**config.mk**
```make
export PLATFORM = sky130hd
export DESIGN_NAME = ulpirb_bank
export DESIGN_NICKNAME = d
export VERILOG_FILES = /design/src/inc/ulpirb_pkg.sv /design/src/verilog/ulpirb_bank.sv
export SDC_FILE = /design/constraint.sdc
export NUM_CORES = 1
export LEC_CHECK = 0
export ABC_AREA = 1
export BUFFER_PORTS_ARGS = -buffer_cell sky130_fd_sc_hd__buf_2
export CORE_UTILIZATION = 50
export DETAILED_ROUTE_END_ITERATION = 12
export GPL_TIMING_DRIVEN = 0
export PLACE_DENSITY = 0.79
export SYNTH_ARGS = -nofsm -noshare
export SYNTH_HDL_FRONTEND = slang
export SYNTH_SLANG_ARGS = --single-unit
```
**constraint.sdc**
```tcl
create_clock -name clock_in -period 4.77 [get_ports clock_in]
set_input_delay 0.954 -clock clock_in [delete_from_list [all_inputs] [get_ports clock_in]]
set_output_delay 0.954 -clock clock_in [all_outputs]
set_load 0.03 [all_outputs]
```
**src/inc/ulpirb_pkg.sv**
```systemverilog
// Purpose: Constants and types for the ULPI transceiver register bank.
// Assumes: 6-bit register addresses, 8-bit registers, 250 MHz interface clock.
// Notes:   Identity values are parameters of the top module.
package ulpirb_pkg;

    // ------------------------------------------------------------------
    // Register addresses
    // ------------------------------------------------------------------
    localparam logic [5:0] MAKER_CODE_LO_ADDR    = 6'h00;
    localparam logic [5:0] MAKER_CODE_HI_ADDR    = 6'h01;
    localparam logic [5:0] PART_NUMBER_LO_ADDR   = 6'h02;
    localparam logic [5:0] PART_NUMBER_HI_ADDR   = 6'h03;
    localparam logic [5:0] TRANSCEIVER_FUNCTION_CONTROL_ADDR        = 6'h04;
    localparam logic [5:0] ALT_ALT_INTERFACE_CONTROL_ADDR    = 6'h07;
    localparam logic [5:0] DUAL_ROLE_CTRL_ADDR   = 6'h0a;
    localparam logic [5:0] RISE_IRQ_EN_ADDR      = 6'h0d;
    localparam logic [5:0] FALL_IRQ_EN_ADDR      = 6'h10;
    localparam logic [5:0] IRQ_STATUS_NOW_ADDR   = 6'h13;
    localparam logic [5:0] IRQ_LATCHED_ADDR      = 6'h14;
    localparam logic [5:0] LINE_DEBUG_VIEW_ADDR  = 6'h15;
    localparam logic [5:0] SPARE_STORAGE_ADDR    = 6'h16;
    localparam logic [5:0] CAR_ACC_CTRL_ADDR     = 6'h19;
    localparam logic [5:0] RESERVED_FIRST_ADDR   = 6'h1c;
    localparam logic [5:0] POWER_CONTROL_ADDR    = 6'h3d;

    // Writable register groups, each owning base, base+1 (set), base+2 (clear).
    localparam int         NUM_GROUPS            = 8;
    localparam logic [NUM_GROUPS*6-1:0] GROUP_BASES = {
        POWER_CONTROL_ADDR, CAR_ACC_CTRL_ADDR, SPARE_STORAGE_ADDR, FALL_IRQ_EN_ADDR,
        RISE_IRQ_EN_ADDR, DUAL_ROLE_CTRL_ADDR, ALT_ALT_INTERFACE_CONTROL_ADDR, TRANSCEIVER_FUNCTION_CONTROL_ADDR};
    localparam logic [2:0] TRANSCEIVER_FUNCTION_CONTROL_GROUP       = 3'd0;

    // ------------------------------------------------------------------
    // Function control fields and reset values
    // ------------------------------------------------------------------
    localparam int         FC_RESERVED_BIT       = 7;
    localparam int         FC_LOW_POWER_N_BIT    = 6;
    localparam int         FC_CORE_RESET_BIT     = 5;
    localparam logic [7:0] TRANSCEIVER_FUNCTION_CONTROL_RESET       = 8'h41;
    localparam logic [7:0] OTHER_CTRL_RESET      = 8'h00;
    localparam logic [7:0] TRANSCEIVER_FUNCTION_CONTROL_WMASK       = 8'h7f;

    // ------------------------------------------------------------------
    // Bus commands and timing
    // ------------------------------------------------------------------
    localparam logic [1:0] CMD_REG_WRITE         = 2'b10;
    localparam logic [1:0] CMD_REG_READ          = 2'b11;
    localparam int         CLK_PERIOD_PS         = 4000;
    localparam int         CORE_RESET_NS         = 100;
    localparam int         CORE_RESET_CYCLES     = (CORE_RESET_NS * 1000 + CLK_PERIOD_PS - 1)
                                                   / CLK_PERIOD_PS;

    // ------------------------------------------------------------------
    // Types
    // ------------------------------------------------------------------
    typedef enum logic [1:0] {STYLE_READ, STYLE_WRITE, STYLE_SET, STYLE_CLEAR} ulpirb_style_t;

    typedef struct packed {
        logic          writable;
        logic [2:0]    group;
        ulpirb_style_t style;
    } ulpirb_decode_t;

endpackage : ulpirb_pkg

```
**src/verilog/ulpirb_bank.sv**
```systemverilog
// Purpose: Register bank of a ULPI transceiver, reached by the link over the ULPI bus.
// Assumes: All inputs synchronous to clock_in; link follows ULPI register access timing.
// Notes:   Holds core reset and low-power control; other fields are plain storage.
//
// What this block does
// - Decode 6-bit addresses; writable registers have read, write, set, clear addresses.
// - Read-only registers ignore every write.
// - Write address replaces the register with the bus byte; function control bit 7 stays zero.
// - Set address ORs the bus byte into the register.
// - Clear address zeroes each bit whose mask bit is one.
// - Maker code is 16 bits, fixed low and high bytes, read-only.
// - Part number is 16 bits at the next two addresses, read-only.
// - Function control readable at all three addresses; written, set, cleared at one each.
// - Bit 6 active-low suspend: zero enters low power, one stays powered.
// - Low power shuts all blocks but full-speed receiver, comparators, interface pins.
// - Link asserts stop to leave low power; device updates suspend bit itself.
// - Setting core reset bit raises DIR and resets core; registers keep state.
// - After core reset, drop DIR, clear reset bit, then send receive-command.
// - Device enables data drivers only one clock after raising DIR.
`timescale 1ns/1ps

module ulpirb_bank
    import ulpirb_pkg::*;
#(
    parameter logic [15:0] MAKER_CODE  = 16'h5a3c,  // Arbitrary value.
    parameter logic [15:0] PART_NUMBER = 16'h00a1   // Arbitrary value.
)(
    // Clock and reset
    input  wire logic       clock_in,
    input  wire logic       rst_b_in,
    // ULPI bus
    input  wire logic       stp_in,
    input  wire logic [7:0] data_in,
    output logic [7:0]      data_out,
    output logic            data_oe_out,
    output logic            dir_out,
    output logic            nxt_out,
    // Transceiver status sources
    input  wire logic [7:0] rx_status_in,
    input  wire logic [7:0] irq_status_now_in,
    input  wire logic [7:0] irq_latched_in,
    input  wire logic [7:0] line_debug_view_in,
    // Transceiver controls
    output logic            phy_low_power_n_out,
    output logic            core_reset_out,
    output logic [7:0]      transceiver_function_control_out
);

    // ------------------------------------------------------------------
    // Address decode
    // ------------------------------------------------------------------
    function automatic ulpirb_decode_t decode(input logic [5:0] addr);
        ulpirb_decode_t d;
        logic [5:0]     base;
        d = '{writable: 1'b0, group: 3'd0, style: STYLE_READ};
        for (int g = 0; g < NUM_GROUPS; g++)
        begin
            base = GROUP_BASES[g*6 +: 6];
            if (addr >= base && addr <= base + 6'd2)
            begin
                d.writable = 1'b1;
                d.group    = 3'(g);
                d.style    = ulpirb_style_t'(2'(addr - base) + 2'd1);
            end
        end
        return d;
    endfunction : decode

    typedef enum logic [3:0] {
        ST_IDLE, ST_WR_CMD, ST_WR_DATA, ST_WR_STP, ST_RD_CMD, ST_RD_TURN, ST_RD_DATA,
        ST_CORE_RST, ST_RX_GAP, ST_RX_TURN, ST_RX_DATA
    } ulpirb_state_t;

    ulpirb_state_t  state_q;
    logic [5:0]     addr_q;
    logic [7:0]     wdata_q;
    logic [7:0]     ctrl_q [NUM_GROUPS];
    logic [15:0]    rst_cnt_q;
    logic [7:0]     data_q;
    logic           data_oe_q;
    logic           dir_q;
    logic           nxt_q;
    ulpirb_decode_t wr_dec;
    logic           commit;
    logic           core_done;
    logic           wake;
    logic           in_low_power;
    logic           in_core_reset;
    logic [7:0]     rd_value;
    ulpirb_decode_t rd_dec;

    assign in_low_power  = ~ctrl_q[TRANSCEIVER_FUNCTION_CONTROL_GROUP][FC_LOW_POWER_N_BIT];
    assign in_core_reset = ctrl_q[TRANSCEIVER_FUNCTION_CONTROL_GROUP][FC_CORE_RESET_BIT];
    assign wr_dec        = decode(addr_q);
    assign rd_dec        = decode(addr_q);
    assign commit        = (state_q == ST_WR_STP) && stp_in;
    assign core_done     = (state_q == ST_CORE_RST) && (rst_cnt_q == 16'(CORE_RESET_CYCLES - 1));
    assign wake          = (state_q == ST_IDLE) && in_low_power && stp_in;

    // ------------------------------------------------------------------
    // Read multiplexer
    // ------------------------------------------------------------------
    always_comb
    begin
        rd_value = 8'h00;
        unique case (addr_q)
            MAKER_CODE_LO_ADDR:   rd_value = MAKER_CODE[7:0];
            MAKER_CODE_HI_ADDR:   rd_value = MAKER_CODE[15:8];
            PART_NUMBER_LO_ADDR:  rd_value = PART_NUMBER[7:0];
            PART_NUMBER_HI_ADDR:  rd_value = PART_NUMBER[15:8];
            IRQ_STATUS_NOW_ADDR:  rd_value = irq_status_now_in;
            IRQ_LATCHED_ADDR:     rd_value = irq_latched_in;
            LINE_DEBUG_VIEW_ADDR: rd_value = line_debug_view_in;
            default:
            begin
                if (rd_dec.writable)
                begin
                    rd_value = ctrl_q[rd_dec.group];
                end
            end
        endcase
    end

    // ------------------------------------------------------------------
    // Register storage
    // ------------------------------------------------------------------
    generate
        for (genvar g = 0; g < NUM_GROUPS; g++)
        begin : g_ctrl
            localparam logic [7:0] RST_VAL = (g == 0) ? TRANSCEIVER_FUNCTION_CONTROL_RESET : OTHER_CTRL_RESET;
            localparam logic [7:0] WMASK   = (g == 0) ? TRANSCEIVER_FUNCTION_CONTROL_WMASK : 8'hff;
            logic [7:0] ctrl_d;

            always_comb
            begin
                ctrl_d = ctrl_q[g];
                if (commit && wr_dec.writable && wr_dec.group == 3'(g))
                begin
                    unique case (wr_dec.style)
                        STYLE_WRITE: ctrl_d = wdata_q;
                        STYLE_SET:   ctrl_d = ctrl_q[g] | wdata_q;
                        STYLE_CLEAR: ctrl_d = ctrl_q[g] & ~wdata_q;
                        STYLE_READ:  ctrl_d = ctrl_q[g];
                    endcase
                end
                if (g == 0 && core_done)
                begin
                    ctrl_d[FC_CORE_RESET_BIT] = 1'b0;
                end
                if (g == 0 && wake)
                begin
                    ctrl_d[FC_LOW_POWER_N_BIT] = 1'b1;
                end
                ctrl_d = ctrl_d & WMASK;
            end

            // Core reset only clears its own bit in group 0 when it ends; only rst_b_in reloads reset values.
            always_ff @(posedge clock_in)
            begin
                if (!rst_b_in)
                begin
                    ctrl_q[g] <= RST_VAL;
                end
                else
                begin
                    ctrl_q[g] <= ctrl_d;
                end
            end
        end
    endgenerate

    // ------------------------------------------------------------------
    // Core reset timer
    // ------------------------------------------------------------------
    // Held at zero outside the core reset, so every core reset starts a fresh count.
    always_ff @(posedge clock_in)
    begin
        if (!rst_b_in || state_q != ST_CORE_RST)
        begin
            rst_cnt_q <= 16'h0000;
        end
        else
        begin
            rst_cnt_q <= rst_cnt_q + 16'h0001;
        end
    end

    // ------------------------------------------------------------------
    // Bus sequencer
    // ------------------------------------------------------------------
    always_ff @(posedge clock_in)
    begin
        if (!rst_b_in)
        begin
            state_q   <= ST_IDLE;
            addr_q    <= 6'h00;
            wdata_q   <= 8'h00;
            data_q    <= 8'h00;
            data_oe_q <= 1'b0;
            dir_q     <= 1'b0;
            nxt_q     <= 1'b0;
        end
        else
        begin
            unique case (state_q)
                ST_IDLE:
                begin
                    if (in_core_reset)
                    begin
                        dir_q     <= 1'b1;
                        state_q   <= ST_CORE_RST;
                    end
                    else if (!in_low_power && data_in[7:6] == CMD_REG_WRITE)
                    begin
                        addr_q  <= data_in[5:0];
                        nxt_q   <= 1'b1;
                        state_q <= ST_WR_CMD;
                    end
                    else if (!in_low_power && data_in[7:6] == CMD_REG_READ)
                    begin
                        addr_q  <= data_in[5:0];
                        nxt_q   <= 1'b1;
                        state_q <= ST_RD_CMD;
                    end
                end
                ST_WR_CMD:
                begin
                    state_q <= ST_WR_DATA;
                end
                ST_WR_DATA:
                begin
                    wdata_q <= data_in;
                    nxt_q   <= 1'b0;
                    state_q <= ST_WR_STP;
                end
                ST_WR_STP:
                begin
                    if (stp_in)
                    begin
                        state_q <= ST_IDLE;
                    end
                end
                ST_RD_CMD:
                begin
                    nxt_q   <= 1'b0;
                    dir_q   <= 1'b1;
                    state_q <= ST_RD_TURN;
                end
                ST_RD_TURN:
                begin
                    data_oe_q <= 1'b1;
                    data_q    <= rd_value;
                    state_q   <= ST_RD_DATA;
                end
                ST_RD_DATA:
                begin
                    data_oe_q <= 1'b0;
                    dir_q     <= 1'b0;
                    data_q    <= 8'h00;
                    state_q   <= ST_IDLE;
                end
                ST_CORE_RST:
                begin
                    if (core_done)
                    begin
                        dir_q   <= 1'b0;
                        state_q <= ST_RX_GAP;
                    end
                end
                ST_RX_GAP:
                begin
                    dir_q   <= 1'b1;
                    state_q <= ST_RX_TURN;
                end
                ST_RX_TURN:
                begin
                    data_oe_q <= 1'b1;
                    data_q    <= rx_status_in;
                    state_q   <= ST_RX_DATA;
                end
                ST_RX_DATA:
                begin
                    data_oe_q <= 1'b0;
                    dir_q     <= 1'b0;
                    data_q    <= 8'h00;
                    state_q   <= ST_IDLE;
                end
            endcase
        end
    end

    // ------------------------------------------------------------------
    // Outputs
    // ------------------------------------------------------------------
    assign data_out                         = data_q;
    assign data_oe_out                      = data_oe_q;
    assign dir_out                          = dir_q;
    assign nxt_out                          = nxt_q;
    assign phy_low_power_n_out              = ctrl_q[TRANSCEIVER_FUNCTION_CONTROL_GROUP][FC_LOW_POWER_N_BIT];
    assign core_reset_out                   = ctrl_q[TRANSCEIVER_FUNCTION_CONTROL_GROUP][FC_CORE_RESET_BIT];
    assign transceiver_function_control_out = ctrl_q[TRANSCEIVER_FUNCTION_CONTROL_GROUP];

endmodule : ulpirb_bank

```
==> impl_metrics.prom, run 1 <==
# TYPE chip_impl_metric gauge
chip_impl_info{name="outcome",value="finished clean"} 1
chip_impl_metric{name="insertion_delay",unit="ns"} 0.36
chip_impl_metric{name="route.antenna.remaining_nets",unit=""} 0
chip_impl_metric{name="finalCriticalPeriod",unit="ns"} 3.35
chip_impl_metric{name="numCtsBuffers",unit=""} 9
chip_impl_metric{name="finalSetupTns",unit="ns"} 0
chip_impl_metric{name="antenna-diode-count",unit=""} 0
chip_impl_metric{name="cts_num_sinks",unit=""} 108
chip_impl_metric{name="maxCapViolCount",unit=""} 0
chip_impl_metric{name="cpPeakStageDelay",unit="ns"} 0.99
chip_impl_metric{name="power.switching",unit="mW"} 2.65
chip_impl_metric{name="drive_gt1_frac",unit=""} 0.137
chip_impl_metric{name="power.density_cell_area",unit="nW/um^2"} 671
chip_impl_metric{name="post_cts_resized",unit=""} 0
chip_impl_metric{name="post_drt_via_cell_ratio",unit=""} 5.48
chip_impl_metric{name="async_flop_share",unit=""} 0
chip_impl_metric{name="place.detailed.hpwl",unit="um"} 13900
chip_impl_metric{name="dp_slack",unit="ns"} 1.53
chip_impl_metric{name="cts.repair_timing.setup_buffer_count",unit=""} 0
chip_impl_info{name="grt_setup_unrepaired",value="false"} 1
chip_impl_metric{name="first_pass_iters",unit=""} 5
chip_impl_metric{name="synthesis.instances",unit=""} 1002
chip_impl_metric{name="final.period_utilization",unit=""} 0.702
chip_impl_metric{name="clkSlewWorstSetupHoldPaths",unit="ns"} 0.08
chip_impl_info{name="timing_worst_setup_path_type",value="reg2reg"} 1
chip_impl_metric{name="final-setup-viol-count",unit=""} 0
chip_impl_metric{name="p_sw_frac",unit=""} 0.551
chip_impl_metric{name="parity_gate_share_of_the_synthesized_area_counting_xor_and_xnor_cells",unit=""} 0
chip_impl_metric{name="clock.fmax",unit="MHz"} 298
chip_impl_info{name="yosys.area.top_type",value="sky130_fd_sc_hd__dfxtp_1"} 1
chip_impl_metric{name="synth-edff-count",unit=""} 0
chip_impl_metric{name="finalNetCount",unit=""} 1125
chip_impl_info{name="synth_top_family_by_area",value="simple AND/OR/NAND/NOR gates"} 1
chip_impl_info{name="crit_path_start_kind",value="flop"} 1
chip_impl_metric{name="num-fill-cells",unit=""} 1242
chip_impl_metric{name="globalplace.congestion",unit=""} 0.963
chip_impl_metric{name="fin_skew",unit="ns"} 0.00861
chip_impl_metric{name="drt_drc_violations_left",unit=""} 0
chip_impl_info{name="cts_tree",value="done"} 1
chip_impl_info{name="synth_top_flop_cell",value="sky130_fd_sc_hd__dfxtp_1"} 1
chip_impl_metric{name="yosys.cell_types.count",unit=""} 39
chip_impl_metric{name="die_h",unit="um"} 115
chip_impl_metric{name="slew_of_the_pin_with_the_lowest_slew_margin",unit="ns"} 1.23
chip_impl_info{name="sort_of_element_at_the_end_of_the_critical_path",value="flop"} 1
chip_impl_metric{name="synth-warning-count",unit=""} 0
chip_impl_metric{name="slew_violations",unit=""} 0
chip_impl_info{name="cts_root_buffer",value="sky130_fd_sc_hd__clkbuf_16"} 1
chip_impl_metric{name="worstPathRequired",unit="ns"} 5.06
chip_impl_metric{name="top_level_ports",unit=""} 64
chip_impl_info{name="yosys-top-cells-count",value="304 x sky130_fd_sc_hd__nand2_1, 116 x sky130_fd_sc_hd__inv_1, 110 x sky130_fd_sc_hd__a21oi_1, 108 x sky130_fd_sc_hd__dfxtp_1, 77 x sky130_fd_sc_hd__nor2_1"} 1
chip_impl_metric{name="final_routed_wirelength",unit="um"} 19300
chip_impl_metric{name="finalHoldViolCount",unit=""} 0
chip_impl_metric{name="global_route_usage_over_all_layers",unit=""} 0.304
chip_impl_info{name="worstHoldPathType",value="reg2reg"} 1
chip_impl_metric{name="port-buffer-count",unit=""} 62
chip_impl_metric{name="rows",unit=""} 40
chip_impl_metric{name="layout-area-overhead-vs-synth",unit="%"} 13.2
chip_impl_metric{name="cts.hold.buffers_added",unit=""} 0
chip_impl_metric{name="ys_seq_area_frac",unit=""} 0.341
chip_impl_metric{name="synth_compound_area_frac",unit=""} 0.168
chip_impl_info{name="worstPathCellList",value="buf_2 > inv_1 > ha_1 > inv_1 > nand2_1 > nand2_1 > nor3_2 > inv_2 > nand2_2 > o21ai_1 > nand2_4 > a21oi_1 > nand2_1 > a21oi_1"} 1
chip_impl_metric{name="worst-endpoint-arrival",unit="ns"} 3.64
chip_impl_metric{name="postSynthRegisterBits",unit=""} 108
chip_impl_metric{name="grt_start_max_net_pins",unit=""} 21
chip_impl_info{name="crit_slowest_cell",value="sky130_fd_sc_hd__a21oi_1"} 1
chip_impl_metric{name="synth.top_cell.area_share",unit=""} 0.341
chip_impl_metric{name="synth_area_per_cell",unit="um^2"} 6.33
chip_impl_metric{name="drt_iter0_drc",unit=""} 716
chip_impl_metric{name="synth_simple_gate_area_share",unit=""} 0.361
chip_impl_metric{name="net_count_after_synthesis",unit=""} 1052
chip_impl_metric{name="combPwrFrac",unit=""} 0.621
chip_impl_metric{name="first_global_vias",unit=""} 6108
chip_impl_metric{name="pwr-share-clk",unit=""} 0.164
chip_impl_metric{name="area_inside_the_core_boundary",unit="um^2"} 12200
chip_impl_metric{name="dr_total_vias",unit=""} 6838
chip_impl_metric{name="grt_antenna_before_repair",unit=""} 0
chip_impl_metric{name="multi_input_area",unit="um^2"} 3450
chip_impl_metric{name="mapped_area",unit="um^2"} 6340
chip_impl_info{name="post-synth-top-count-cell",value="sky130_fd_sc_hd__nand2_1"} 1
chip_impl_metric{name="initial_standard_cell_utilization_of_the_core",unit=""} 0.520
chip_impl_metric{name="cp_max_fo",unit=""} 10
chip_impl_metric{name="synth_fa_ha_area_frac",unit=""} 0.0138
chip_impl_info{name="timing.hold.worst.start",value="data_oe_out$_SDFFE_PN0P_"} 1
chip_impl_metric{name="grt_pass1_wl",unit="um"} 30800
chip_impl_metric{name="vdd_ir_drop_max",unit="V"} 0.000546
chip_impl_metric{name="worst_slew_margin_rel",unit=""} 0.177
chip_impl_metric{name="synth_mux_area_frac",unit=""} 0
chip_impl_info{name="critical_path.most_common_cell",value="sky130_fd_sc_hd__nand2_1"} 1
chip_impl_info{name="reg2reg_from",value="addr_q[1]$_SDFFE_PN0P_"} 1
chip_impl_metric{name="seqCellArea",unit="um^2"} 2160
chip_impl_metric{name="power.share.sequential",unit=""} 0.215
chip_impl_metric{name="avgRoutedWirePerCell",unit="um"} 15.4
chip_impl_metric{name="leakagePower",unit="nW"} 2.98
chip_impl_metric{name="clk_path_buf_depth",unit=""} 2
chip_impl_info{name="worst_setup_path_startpoint",value="addr_q[1]$_SDFFE_PN0P_"} 1
chip_impl_metric{name="grt-ovfl-total",unit=""} 0
chip_impl_info{name="top_cells_by_area_synth",value="sky130_fd_sc_hd__dfxtp_1 34%, sky130_fd_sc_hd__nand2_1 18%, sky130_fd_sc_hd__a21oi_1 8.7%"} 1
chip_impl_metric{name="cts_max_level",unit=""} 3
chip_impl_metric{name="die_width",unit="um"} 115
chip_impl_metric{name="worst_slack",unit="ns"} 1.42
chip_impl_metric{name="power_report.internal_total",unit="mW"} 2.16
chip_impl_metric{name="die-area",unit="um^2"} 13100
==> final cells by class <==
type	instances	area share
multi-input combinational	719	0.480
sequential	108	0.301
clock inverter	7	0.0124
clock buffer	9	0.0314
timing repair buffer	62	0.0432
inverter	136	0.0711
buffer	39	0.0312
tap	168	0.0293
==> worst paths after layout <==
| check | end | slack, ns | cells past startpoint |
|---|---|---|---|
| worst max-delay path | ctrl_q[2][4]$_SDFFE_PN0P_ | 1.42 | 14 |
| worst min-delay path | data_oe_out$_SDFFE_PN0P_ | 0.46 | 2 |
| worst max register to register | ctrl_q[2][4]$_SDFFE_PN0P_ | 1.42 | 14 |
| worst min register to register | data_oe_out$_SDFFE_PN0P_ | 0.46 | 2 |
==> per-layer routing <==
metal	GRT usage	up-vias	wire [um]
met4	0.138	0	565
met3	0.0619	42	1860
met1	0.410	3047	8360
met5	0	-	0
li1	-	3416	-
met2	0.465	333	8470
==> flip-flops by register name (all words and copies together), names as in the netlist <==
register,count
data_out,8
rst_cnt_q,16
state_q,4
dir_out,1
nxt_out,1
wdata_q,8
data_oe_out,1
ctrl_q,63
addr_q,6
==> cells in the final DEF (no fill, tap or decap), types with 2 or more instances in the layout <==
cell type                     n
sky130_fd_sc_hd__inv_6        2
sky130_fd_sc_hd__nor3b_1      2
sky130_fd_sc_hd__nand2_4      2
sky130_fd_sc_hd__inv_2       20
sky130_fd_sc_hd__buf_6        4
sky130_fd_sc_hd__nor2_4       5
sky130_fd_sc_hd__nand3b_1     8
sky130_fd_sc_hd__a31oi_1      4
sky130_fd_sc_hd__nor2_2       2
sky130_fd_sc_hd__a221oi_1     2
sky130_fd_sc_hd__nor3_1      11
sky130_fd_sc_hd__o21ai_0     46
sky130_fd_sc_hd__a2111oi_0    2
sky130_fd_sc_hd__nand3_1     42
sky130_fd_sc_hd__nor2_1      77
sky130_fd_sc_hd__inv_1      116
sky130_fd_sc_hd__nand4_1     49
sky130_fd_sc_hd__inv_8        3
sky130_fd_sc_hd__ha_1         7
sky130_fd_sc_hd__a211oi_1     8
sky130_fd_sc_hd__clkbuf_1    14
sky130_fd_sc_hd__a21oi_2      3
sky130_fd_sc_hd__dfxtp_1    108
sky130_fd_sc_hd__a21oi_1    110
sky130_fd_sc_hd__buf_4        9
sky130_fd_sc_hd__a32o_1       6
sky130_fd_sc_hd__nand3_2      3
sky130_fd_sc_hd__clkbuf_16    9
sky130_fd_sc_hd__nand2_2      7
sky130_fd_sc_hd__o211ai_1     3
sky130_fd_sc_hd__nand2_1    304
sky130_fd_sc_hd__buf_2       73
sky130_fd_sc_hd__o21ai_1      6
sky130_fd_sc_hd__nor4_1       3
==> stage by stage <==
stage	utilization	cell area, um^2	power (mW)	instances	hold slack, ns
after detailed placement	0.562	6870	3.91	1232	0.450
after global placement	0.562	6870	3.91	1232	0.443
after floorplan	-	6340	3.02	1002	0.430
final	0.588	7180	4.82	1248	0.459
after CTS	0.588	7180	4.71	1248	0.462
after global routing	0.588	7180	5.09	1248	0.479
==> critical path: cells and delay by family, from the launching register on <==
family          cells  cell delay, ns
flops               1            0.35
buf+inv             4            0.66
fa+ha+maj           1            0.24
simple gates        6            0.62
compound gates      3            1.40
==> logic make-up after synthesis <==
group	count (synthesis)
DFF	108
buffers and inverters	175
and+or+nand+nor	518
AOI/OAI and AO/OA	193
adders and majority gates	7
other	1
==> power by group through the flow <==
stage,clock network [mW],logic (mW),registers [mW]
final,0.791,2.99,1.04
after global routing,0.838,3.21,1.04
after CTS,0.800,2.87,1.03
after detailed placement,0,2.86,1.05
after global placement,0,2.86,1.05
after floorplan,0,1.92,1.10
Power figures use the tool's default switching activity.
==> run 2, diff against run 1 <==
clock period = 3.1 ns   (was 4.77 ns; I/O delays follow)
==> impl_metrics.prom, run 2 (same netlist as run 1, synthesis figures left out) <==
# TYPE chip_impl_metric gauge
chip_impl_metric{name="cts_num_sinks",unit=""} 108
chip_impl_metric{name="cp_max_fo",unit=""} 10
chip_impl_metric{name="drt_iter0_drc",unit=""} 741
chip_impl_metric{name="initial_standard_cell_utilization_of_the_core",unit=""} 0.520
chip_impl_metric{name="numCtsBuffers",unit=""} 9
chip_impl_metric{name="die_width",unit="um"} 115
chip_impl_metric{name="first_global_vias",unit=""} 6106
chip_impl_info{name="biggest_register",value="ctrl_q"} 1
chip_impl_metric{name="die_h",unit="um"} 115
chip_impl_metric{name="power.switching",unit="mW"} 4.28
chip_impl_metric{name="final.period_utilization",unit=""} 0.940
chip_impl_metric{name="vdd_ir_drop_max",unit="V"} 0.000791
chip_impl_metric{name="critical_path.n_buffers_inverters",unit=""} 7
chip_impl_metric{name="num-fill-cells",unit=""} 1208
chip_impl_metric{name="grt_start_max_net_pins",unit=""} 21
chip_impl_metric{name="dr_total_vias",unit=""} 6878
chip_impl_metric{name="insertion_delay",unit="ns"} 0.36
chip_impl_metric{name="avgRoutedWirePerCell",unit="um"} 15.6
chip_impl_metric{name="clk_path_buf_depth",unit=""} 2
chip_impl_metric{name="finalHoldWorstSlack",unit="ns"} 0.459
chip_impl_metric{name="worst_slew_margin_rel",unit=""} 0.369
chip_impl_metric{name="grt_antenna_before_repair",unit=""} 0
chip_impl_metric{name="grt-ovfl-total",unit=""} 0
chip_impl_metric{name="drt_drc_violations_left",unit=""} 0
chip_impl_info{name="outcome",value="finished clean"} 1
chip_impl_info{name="cts_root_buffer",value="sky130_fd_sc_hd__clkbuf_16"} 1
chip_impl_metric{name="largest_register_ffs",unit=""} 63
chip_impl_metric{name="drive_gt1_frac",unit=""} 0.159
chip_impl_metric{name="place.detailed.hpwl",unit="um"} 13900
chip_impl_metric{name="power.density_cell_area",unit="nW/um^2"} 1060
chip_impl_metric{name="top_level_ports",unit=""} 64
chip_impl_info{name="crit_path_start_kind",value="flop"} 1
chip_impl_metric{name="port-buffer-count",unit=""} 62
chip_impl_metric{name="maxCapViolCount",unit=""} 0
chip_impl_metric{name="power_report.internal_total",unit="mW"} 3.49
chip_impl_metric{name="clkSlewWorstSetupHoldPaths",unit="ns"} 0.08
chip_impl_metric{name="post_drt_via_cell_ratio",unit=""} 5.49
chip_impl_metric{name="finalHoldViolCount",unit=""} 0
chip_impl_info{name="worstHoldPathType",value="reg2reg"} 1
chip_impl_metric{name="area_inside_the_core_boundary",unit="um^2"} 12200
chip_impl_info{name="timing_worst_setup_path_type",value="reg2reg"} 1
chip_impl_metric{name="worstPathRequired",unit="ns"} 3.37
chip_impl_info{name="crit_slowest_cell",value="sky130_fd_sc_hd__dfxtp_1"} 1
chip_impl_metric{name="rows",unit=""} 40
chip_impl_metric{name="globalplace.congestion",unit=""} 0.963
chip_impl_metric{name="leakagePower",unit="nW"} 3.03
chip_impl_info{name="top_library_cells_by_usage_in_the_layout_fill_and_taps_aside",value="295 x sky130_fd_sc_hd__nand2_1, 114 x sky130_fd_sc_hd__inv_1, 107 x sky130_fd_sc_hd__dfxtp_1, 105 x sky130_fd_sc_hd__a21oi_1, 76 x sky130_fd_sc_hd__nor2_1"} 1
chip_impl_metric{name="global_route_usage_over_all_layers",unit=""} 0.305
chip_impl_info{name="sort_of_element_at_the_end_of_the_critical_path",value="flop"} 1
chip_impl_metric{name="die-area",unit="um^2"} 13100
chip_impl_metric{name="slew_violations",unit=""} 0
chip_impl_metric{name="antenna-diode-count",unit=""} 0
chip_impl_metric{name="combPwrFrac",unit=""} 0.639
chip_impl_info{name="cts_tree",value="done"} 1
chip_impl_metric{name="grt_pass1_wl",unit="um"} 30800
chip_impl_metric{name="pwr-share-clk",unit=""} 0.156
chip_impl_info{name="critical_path.most_common_cell",value="sky130_fd_sc_hd__nand2_1"} 1
chip_impl_metric{name="finalNetCount",unit=""} 1129
chip_impl_metric{name="cpPeakStageDelay",unit="ns"} 0.36
chip_impl_metric{name="p_sw_frac",unit=""} 0.551
chip_impl_metric{name="worst-endpoint-arrival",unit="ns"} 3.19
chip_impl_metric{name="layout-area-overhead-vs-synth",unit="%"} 15.7
chip_impl_info{name="kind_of_cell_adding_the_most_delay_to_the_critical_path",value="buffers and inverters"} 1
chip_impl_metric{name="route.antenna.remaining_nets",unit=""} 0
chip_impl_metric{name="finalCriticalPeriod",unit="ns"} 2.92
chip_impl_info{name="grt_setup_unrepaired",value="true"} 1
chip_impl_info{name="final_common_cell",value="sky130_fd_sc_hd__nand2_1"} 1
chip_impl_metric{name="clock.fmax",unit="MHz"} 343
chip_impl_metric{name="fin_skew",unit="ns"} 0.00841
chip_impl_metric{name="final_routed_wirelength",unit="um"} 19500
chip_impl_metric{name="first_pass_iters",unit=""} 6
chip_impl_metric{name="cts.hold.buffers_added",unit=""} 0
chip_impl_info{name="biggestRegsByFlops",value="ctrl_q: 63 flops, rst_cnt_q: 16 flops"} 1
chip_impl_metric{name="cts_max_level",unit=""} 3
chip_impl_metric{name="final-setup-viol-count",unit=""} 0
chip_impl_metric{name="slew_of_the_pin_with_the_lowest_slew_margin",unit="ns"} 0.939
chip_impl_metric{name="power.share.sequential",unit=""} 0.205
chip_impl_info{name="worstPathCellList",value="clkbuf_4 > inv_2 > ha_1 > inv_1 > nand2_1 > nand2_1 > nor3_4 > inv_4 > nand2_2 > o21ai_1 > nand2_4 > inv_2 > nand3_2 > buf_6 > buf_6 > nand4_1 > nand2_1 > a21oi_1"} 1
chip_impl_metric{name="post-layout-total-power",unit="mW"} 7.77
==> run 2: path summary, 6_finish.rpt <==
| kind | startpoint | cells past startpoint | slack (ns) | endpoint |
|---|---|---|---|---|
| max | addr_q[1]$_SDFFE_PN0P_ | 18 | 0.18 | ctrl_q[4][3]$_SDFFE_PN0P_ |
| min | data_oe_out$_SDFFE_PN0P_ | 2 | 0.46 | data_oe_out$_SDFFE_PN0P_ |
| max reg2reg | addr_q[1]$_SDFFE_PN0P_ | 18 | 0.18 | ctrl_q[4][3]$_SDFFE_PN0P_ |
| min reg2reg | data_oe_out$_SDFFE_PN0P_ | 2 | 0.46 | data_oe_out$_SDFFE_PN0P_ |
==> run 2: routing by layer <==
layer | vias to the layer above | part of all wire | global-route usage
met5 | - | 0 | 0
met4 | 0 | 0.033 | 0.145
met3 | 61 | 0.095 | 0.0651
met2 | 340 | 0.44 | 0.465
met1 | 3053 | 0.43 | 0.409
li1 | 3424 | - | -
==> run 2: area by class of cell <==
class	count	area, um^2	share of cell area
Buffer	39	235	0.0320
Clock buffer	9	225	0.0307
Clock inverter	7	88.8	0.0121
Inverter	136	513	0.0699
Multi-Input combinational cell	719	3550	0.484
Sequential cell	108	2160	0.295
Tap cell	168	210	0.0286
Timing Repair Buffer	66	353	0.0481
==> run 2: what timing repair did <==
item                                    in CTS  in global routing
gates resized for setup                      2                 33
pin swaps                                    0                  3
hold endpoints to repair                     0                  0
setup buffers                                0                  4
endpoints found under the setup margin      40                 71
==> run 2: power groups by stage <==
stage	sequential, mW	clock (mW)	combinational (mW)
2_1_floorplan	1.69	0	2.96
3_3_place_gp	1.62	0	4.40
3_5_place_dp	1.62	0	4.40
4_1_cts	1.59	1.23	4.44
5_1_grt	1.61	1.29	5.30
6_report	1.59	1.21	4.96
==> run 2: per-stage QoR <==
| stage | TNS (ns) | instance area [um^2] | instances | utilization | setup WS, ns |
|---|---|---|---|---|---|
| 3_3_place_gp | -1.09 | 6870 | 1232 | 0.562 | -0.103 |
| 4_1_cts | -0.949 | 7190 | 1248 | 0.589 | -0.0696 |
| 3_5_place_dp | -1.71 | 6870 | 1232 | 0.562 | -0.141 |
| 6_report | 0 | 7340 | 1252 | 0.601 | 0.185 |
| 2_1_floorplan | 0 | 6340 | 1002 | - | 0.705 |
| 5_1_grt | -0.701 | 7340 | 1252 | 0.601 | -0.0550 |
==> run 2: tightest hold or removal path: stages, from the launching register on <==
cell and delay (ns):
sky130_fd_sc_hd__dfxtp_1 0.31, sky130_fd_sc_hd__nand2_1 0.05, sky130_fd_sc_hd__a21oi_1 0.05
==> run 3, diff against run 2 <==
ABC_AREA = 0   (was 1)
==> impl_metrics.prom, run 3 <==
# TYPE chip_impl_metric gauge
chip_impl_info{name="crit_path_start_kind",value="flop"} 1
chip_impl_metric{name="drt_iter0_drc",unit=""} 631
chip_impl_metric{name="first_global_vias",unit=""} 5740
chip_impl_info{name="hold_path_end",value="ctrl_q[5][2]$_SDFFE_PN0P_"} 1
chip_impl_metric{name="final_cell_count_no_fill",unit=""} 993
chip_impl_metric{name="fin_skew",unit="ns"} 0.00734
chip_impl_metric{name="avgRoutedWirePerCell",unit="um"} 19.1
chip_impl_info{name="cts_root_buffer",value="sky130_fd_sc_hd__clkbuf_16"} 1
chip_impl_metric{name="slew_of_the_pin_with_the_lowest_slew_margin",unit="ns"} 0.842
chip_impl_metric{name="finalCoreUtilization",unit=""} 0.590
chip_impl_metric{name="grt_start_max_net_pins",unit=""} 17
chip_impl_info{name="biggest_register",value="ctrl_q"} 1
chip_impl_metric{name="globalplace.congestion",unit=""} 0.962
chip_impl_metric{name="finalSetupTns",unit="ns"} 0
chip_impl_metric{name="synth.top_cell.area_share",unit=""} 0.352
chip_impl_info{name="biggestRegsByFlops",value="ctrl_q: 63 flops, rst_cnt_q: 16 flops"} 1
chip_impl_metric{name="port-buffer-count",unit=""} 62
chip_impl_info{name="top_cells_by_area_synth",value="sky130_fd_sc_hd__dfxtp_1 35%, sky130_fd_sc_hd__o21ai_0 5.7%, sky130_fd_sc_hd__o211ai_1 5.1%"} 1
chip_impl_metric{name="clock.fmax",unit="MHz"} 325
chip_impl_metric{name="numCtsBuffers",unit=""} 9
chip_impl_metric{name="finalCriticalPeriod",unit="ns"} 3.07
chip_impl_metric{name="postSynthRegisterBits",unit=""} 108
chip_impl_metric{name="synth-edff-count",unit=""} 0
chip_impl_info{name="timing.hold.worst.start",value="ctrl_q[5][2]$_SDFFE_PN0P_"} 1
chip_impl_metric{name="power.density_cell_area",unit="nW/um^2"} 670
chip_impl_metric{name="antenna-diode-count",unit=""} 0
chip_impl_metric{name="vdd_ir_drop_max",unit="V"} 0.000414
chip_impl_metric{name="worst_slew_margin_rel",unit=""} 0.438
chip_impl_metric{name="dr_total_vias",unit=""} 6273
chip_impl_metric{name="final_routed_wirelength",unit="um"} 19000
chip_impl_info{name="outcome",value="finished clean"} 1
chip_impl_metric{name="mapped_area",unit="um^2"} 6150
chip_impl_info{name="post-synth-top-count-cell",value="sky130_fd_sc_hd__dfxtp_1"} 1
chip_impl_metric{name="cts_max_level",unit=""} 3
chip_impl_info{name="timing.rr.end",value="ctrl_q[6][6]$_SDFFE_PN0P_"} 1
chip_impl_metric{name="worst-r2r-setup-slack",unit="ns"} 0.03
chip_impl_info{name="yosys-top-cells-count",value="108 x sky130_fd_sc_hd__dfxtp_1, 82 x sky130_fd_sc_hd__nand2_1, 70 x sky130_fd_sc_hd__o21ai_0, 62 x sky130_fd_sc_hd__nor2_1, 42 x sky130_fd_sc_hd__o211ai_1"} 1
chip_impl_metric{name="grt-ovfl-total",unit=""} 0
chip_impl_metric{name="die-area",unit="um^2"} 12700
chip_impl_metric{name="cp_max_fo",unit=""} 10
chip_impl_metric{name="clkSlewWorstSetupHoldPaths",unit="ns"} 0.07
chip_impl_metric{name="global_route_usage_over_all_layers",unit=""} 0.303
chip_impl_metric{name="drive_gt1_frac",unit=""} 0.189
chip_impl_metric{name="worst_slack",unit="ns"} 0.0251
chip_impl_metric{name="place.detailed.instances",unit=""} 978
chip_impl_info{name="top_library_cells_by_usage_in_the_layout_fill_and_taps_aside",value="106 x sky130_fd_sc_hd__dfxtp_1, 82 x sky130_fd_sc_hd__nand2_1, 73 x sky130_fd_sc_hd__buf_2, 69 x sky130_fd_sc_hd__o21ai_0, 60 x sky130_fd_sc_hd__nor2_1"} 1
chip_impl_info{name="cts_tree",value="done"} 1
chip_impl_metric{name="area_inside_the_core_boundary",unit="um^2"} 12000
chip_impl_metric{name="synthesis.instances",unit=""} 769
chip_impl_metric{name="die_h",unit="um"} 113
chip_impl_metric{name="maxCapViolCount",unit=""} 0
chip_impl_metric{name="async_flop_share",unit=""} 0
chip_impl_metric{name="finalNetCount",unit=""} 892
chip_impl_metric{name="grt_antenna_before_repair",unit=""} 0
chip_impl_info{name="timing_worst_setup_path_type",value="reg2reg"} 1
chip_impl_metric{name="final-setup-viol-count",unit=""} 0
chip_impl_metric{name="worst-endpoint-arrival",unit="ns"} 3.31
chip_impl_metric{name="ys_seq_area_frac",unit=""} 0.352
chip_impl_metric{name="insertion_delay",unit="ns"} 0.36
chip_impl_metric{name="synth_area_per_cell",unit="um^2"} 7.99
chip_impl_metric{name="layout-area-overhead-vs-synth",unit="%"} 15.2
chip_impl_metric{name="min_delay_path_depth",unit=""} 2
chip_impl_info{name="yosys.area.top_type",value="sky130_fd_sc_hd__dfxtp_1"} 1
chip_impl_metric{name="synth-warning-count",unit=""} 0
chip_impl_info{name="reg2reg_from",value="addr_q[0]$_SDFFE_PN0P_"} 1
chip_impl_info{name="final_common_cell",value="sky130_fd_sc_hd__dfxtp_1"} 1
chip_impl_metric{name="route.antenna.remaining_nets",unit=""} 0
chip_impl_metric{name="slew_violations",unit=""} 0
chip_impl_info{name="sort_of_element_at_the_end_of_the_critical_path",value="flop"} 1
chip_impl_metric{name="r2r_cell_count",unit=""} 11
chip_impl_metric{name="clk_path_buf_depth",unit=""} 2
chip_impl_metric{name="initial_standard_cell_utilization_of_the_core",unit=""} 0.512
chip_impl_info{name="grt_setup_unrepaired",value="true"} 1
chip_impl_metric{name="grt_pass1_wl",unit="um"} 29900
chip_impl_metric{name="largest_register_ffs",unit=""} 63
chip_impl_metric{name="yosys.cell_types.count",unit=""} 73
chip_impl_metric{name="dp_slack",unit="ns"} -0.392
chip_impl_metric{name="worstPathRequired",unit="ns"} 3.33
chip_impl_metric{name="top_level_ports",unit=""} 64
chip_impl_metric{name="net_count_after_synthesis",unit=""} 819
chip_impl_metric{name="rows",unit=""} 40
chip_impl_metric{name="final.period_utilization",unit=""} 0.992
chip_impl_metric{name="place.detailed.hpwl",unit="um"} 13500
chip_impl_metric{name="leakagePower",unit="nW"} 2.50
chip_impl_metric{name="cts.hold.buffers_added",unit=""} 0
chip_impl_metric{name="cts_num_sinks",unit=""} 108
chip_impl_metric{name="first_pass_iters",unit=""} 5
chip_impl_info{name="worstHoldPathType",value="reg2reg"} 1
chip_impl_metric{name="post_drt_via_cell_ratio",unit=""} 6.32
chip_impl_info{name="synth_top_flop_cell",value="sky130_fd_sc_hd__dfxtp_1"} 1
chip_impl_metric{name="finalHoldViolCount",unit=""} 0
chip_impl_metric{name="die_width",unit="um"} 113
chip_impl_metric{name="drt_drc_violations_left",unit=""} 0
chip_impl_metric{name="finalHoldWorstSlack",unit="ns"} 0.478
-- run 3: cell types whose count changed in the layout (fill, tap and decap cells not counted), sizes merged, moves of 17 or more --
cell | previous run | this run
o211ai | 3 | 53
nand4 | 49 | 11
nand2 | 313 | 82
clkbuf | 27 | 46
a21oi | 113 | 31
o21ai | 53 | 105
a21boi | 0 | 22
nor2 | 84 | 64
nor2b | 0 | 17
inv | 141 | 11
-- run 3: cells by family (layout without fill, tap and decap cells) --
family,after synthesis,after routing,synth area share
AO/OA/AOI/OAI,274,274,0.294
XOR/XNOR,14,14,0.0199
adder cells (fa/ha/maj),7,7,0.0142
buffers and inverters,70,147,0.0533
flip-flops,108,108,0.352
multiplexers,21,21,0.0362
other,1,1,0.000610
AND/OR/NAND/NOR,274,274,0.230
-- run 3: critical path, stage by stage, from the launching register on --
cell	delay, ns
sky130_fd_sc_hd__dfxtp_4	0.41
sky130_fd_sc_hd__inv_1	0.10
sky130_fd_sc_hd__ha_1	0.29
sky130_fd_sc_hd__mux2_2	0.30
sky130_fd_sc_hd__and3_1	0.26
sky130_fd_sc_hd__o32a_1	0.39
sky130_fd_sc_hd__a31oi_4	0.23
sky130_fd_sc_hd__or3_4	0.22
sky130_fd_sc_hd__nand3_1	0.20
sky130_fd_sc_hd__buf_4	0.26
sky130_fd_sc_hd__o211ai_1	0.18
sky130_fd_sc_hd__o21ai_0	0.12
-- run 3: how the worst max path moves through the flow --
stage	startpoint	to	slack (ns)	depth (start not counted)
after global routing	addr_q[1]$_SDFFE_PN0P_	ctrl_q[6][6]$_SDFFE_PN0P_	-0.06	12
after CTS	addr_q[0]$_SDFFE_PN0P_	ctrl_q[1][6]$_SDFFE_PN0P_	0.001	11
after detailed placement	addr_q[1]$_SDFFE_PN0P_	ctrl_q[0][6]$_SDFF_PN1_	-0.39	10
final	addr_q[0]$_SDFFE_PN0P_	ctrl_q[6][6]$_SDFFE_PN0P_	0.03	11
after floorplan	addr_q[1]$_SDFFE_PN0P_	ctrl_q[2][4]$_SDFFE_PN0P_	0.42	12
after global placement	addr_q[1]$_SDFFE_PN0P_	ctrl_q[0][6]$_SDFF_PN1_	-0.39	10
-- run 3: repair_timing --
action,in CTS,in global routing
setup endpoints to repair,69,71
pin swaps,0,4
resized for setup,10,28
setup buffers,0,1
-- run 3: metal layers --
metal / vias up / global-route usage / wire length (um)
met5: - / 0 / 0
met4: 0 / 0.155 / 893
met3: 81 / 0.0584 / 1700
met2: 310 / 0.488 / 8610
met1: 2929 / 0.387 / 7770
li1: 2953 / - / -
-- run 3: cell type report --
type,count,area [um^2]
buffer,58,305
clock buffer,11,243
clock inverter,4,73.8
fill,1092,4930
inverter,11,41.3
multi-input combinational,591,3750
sequential,108,2170
tap,147,184
timing repair buffer,63,318
-- run 3: power by group --
part / internal, mW / leakage (nW) / total, mW / switching [mW]
combinational: 0.618 / 1.47 / 1.88 / 1.26
sequential: 1.50 / 0.874 / 1.62 / 0.117
clock: 0.727 / 0.156 / 1.25 / 0.523
-- run 3: per-stage QoR --
| step | total power, mW | instance area [um^2] |
|---|---|---|
| floorplan | 2.92 | 6150 |
| global placement | 3.38 | 6640 |
| detailed placement | 3.41 | 6640 |
| CTS | 4.65 | 6990 |
| global route | 4.96 | 7080 |
| finish | 4.74 | 7080 |
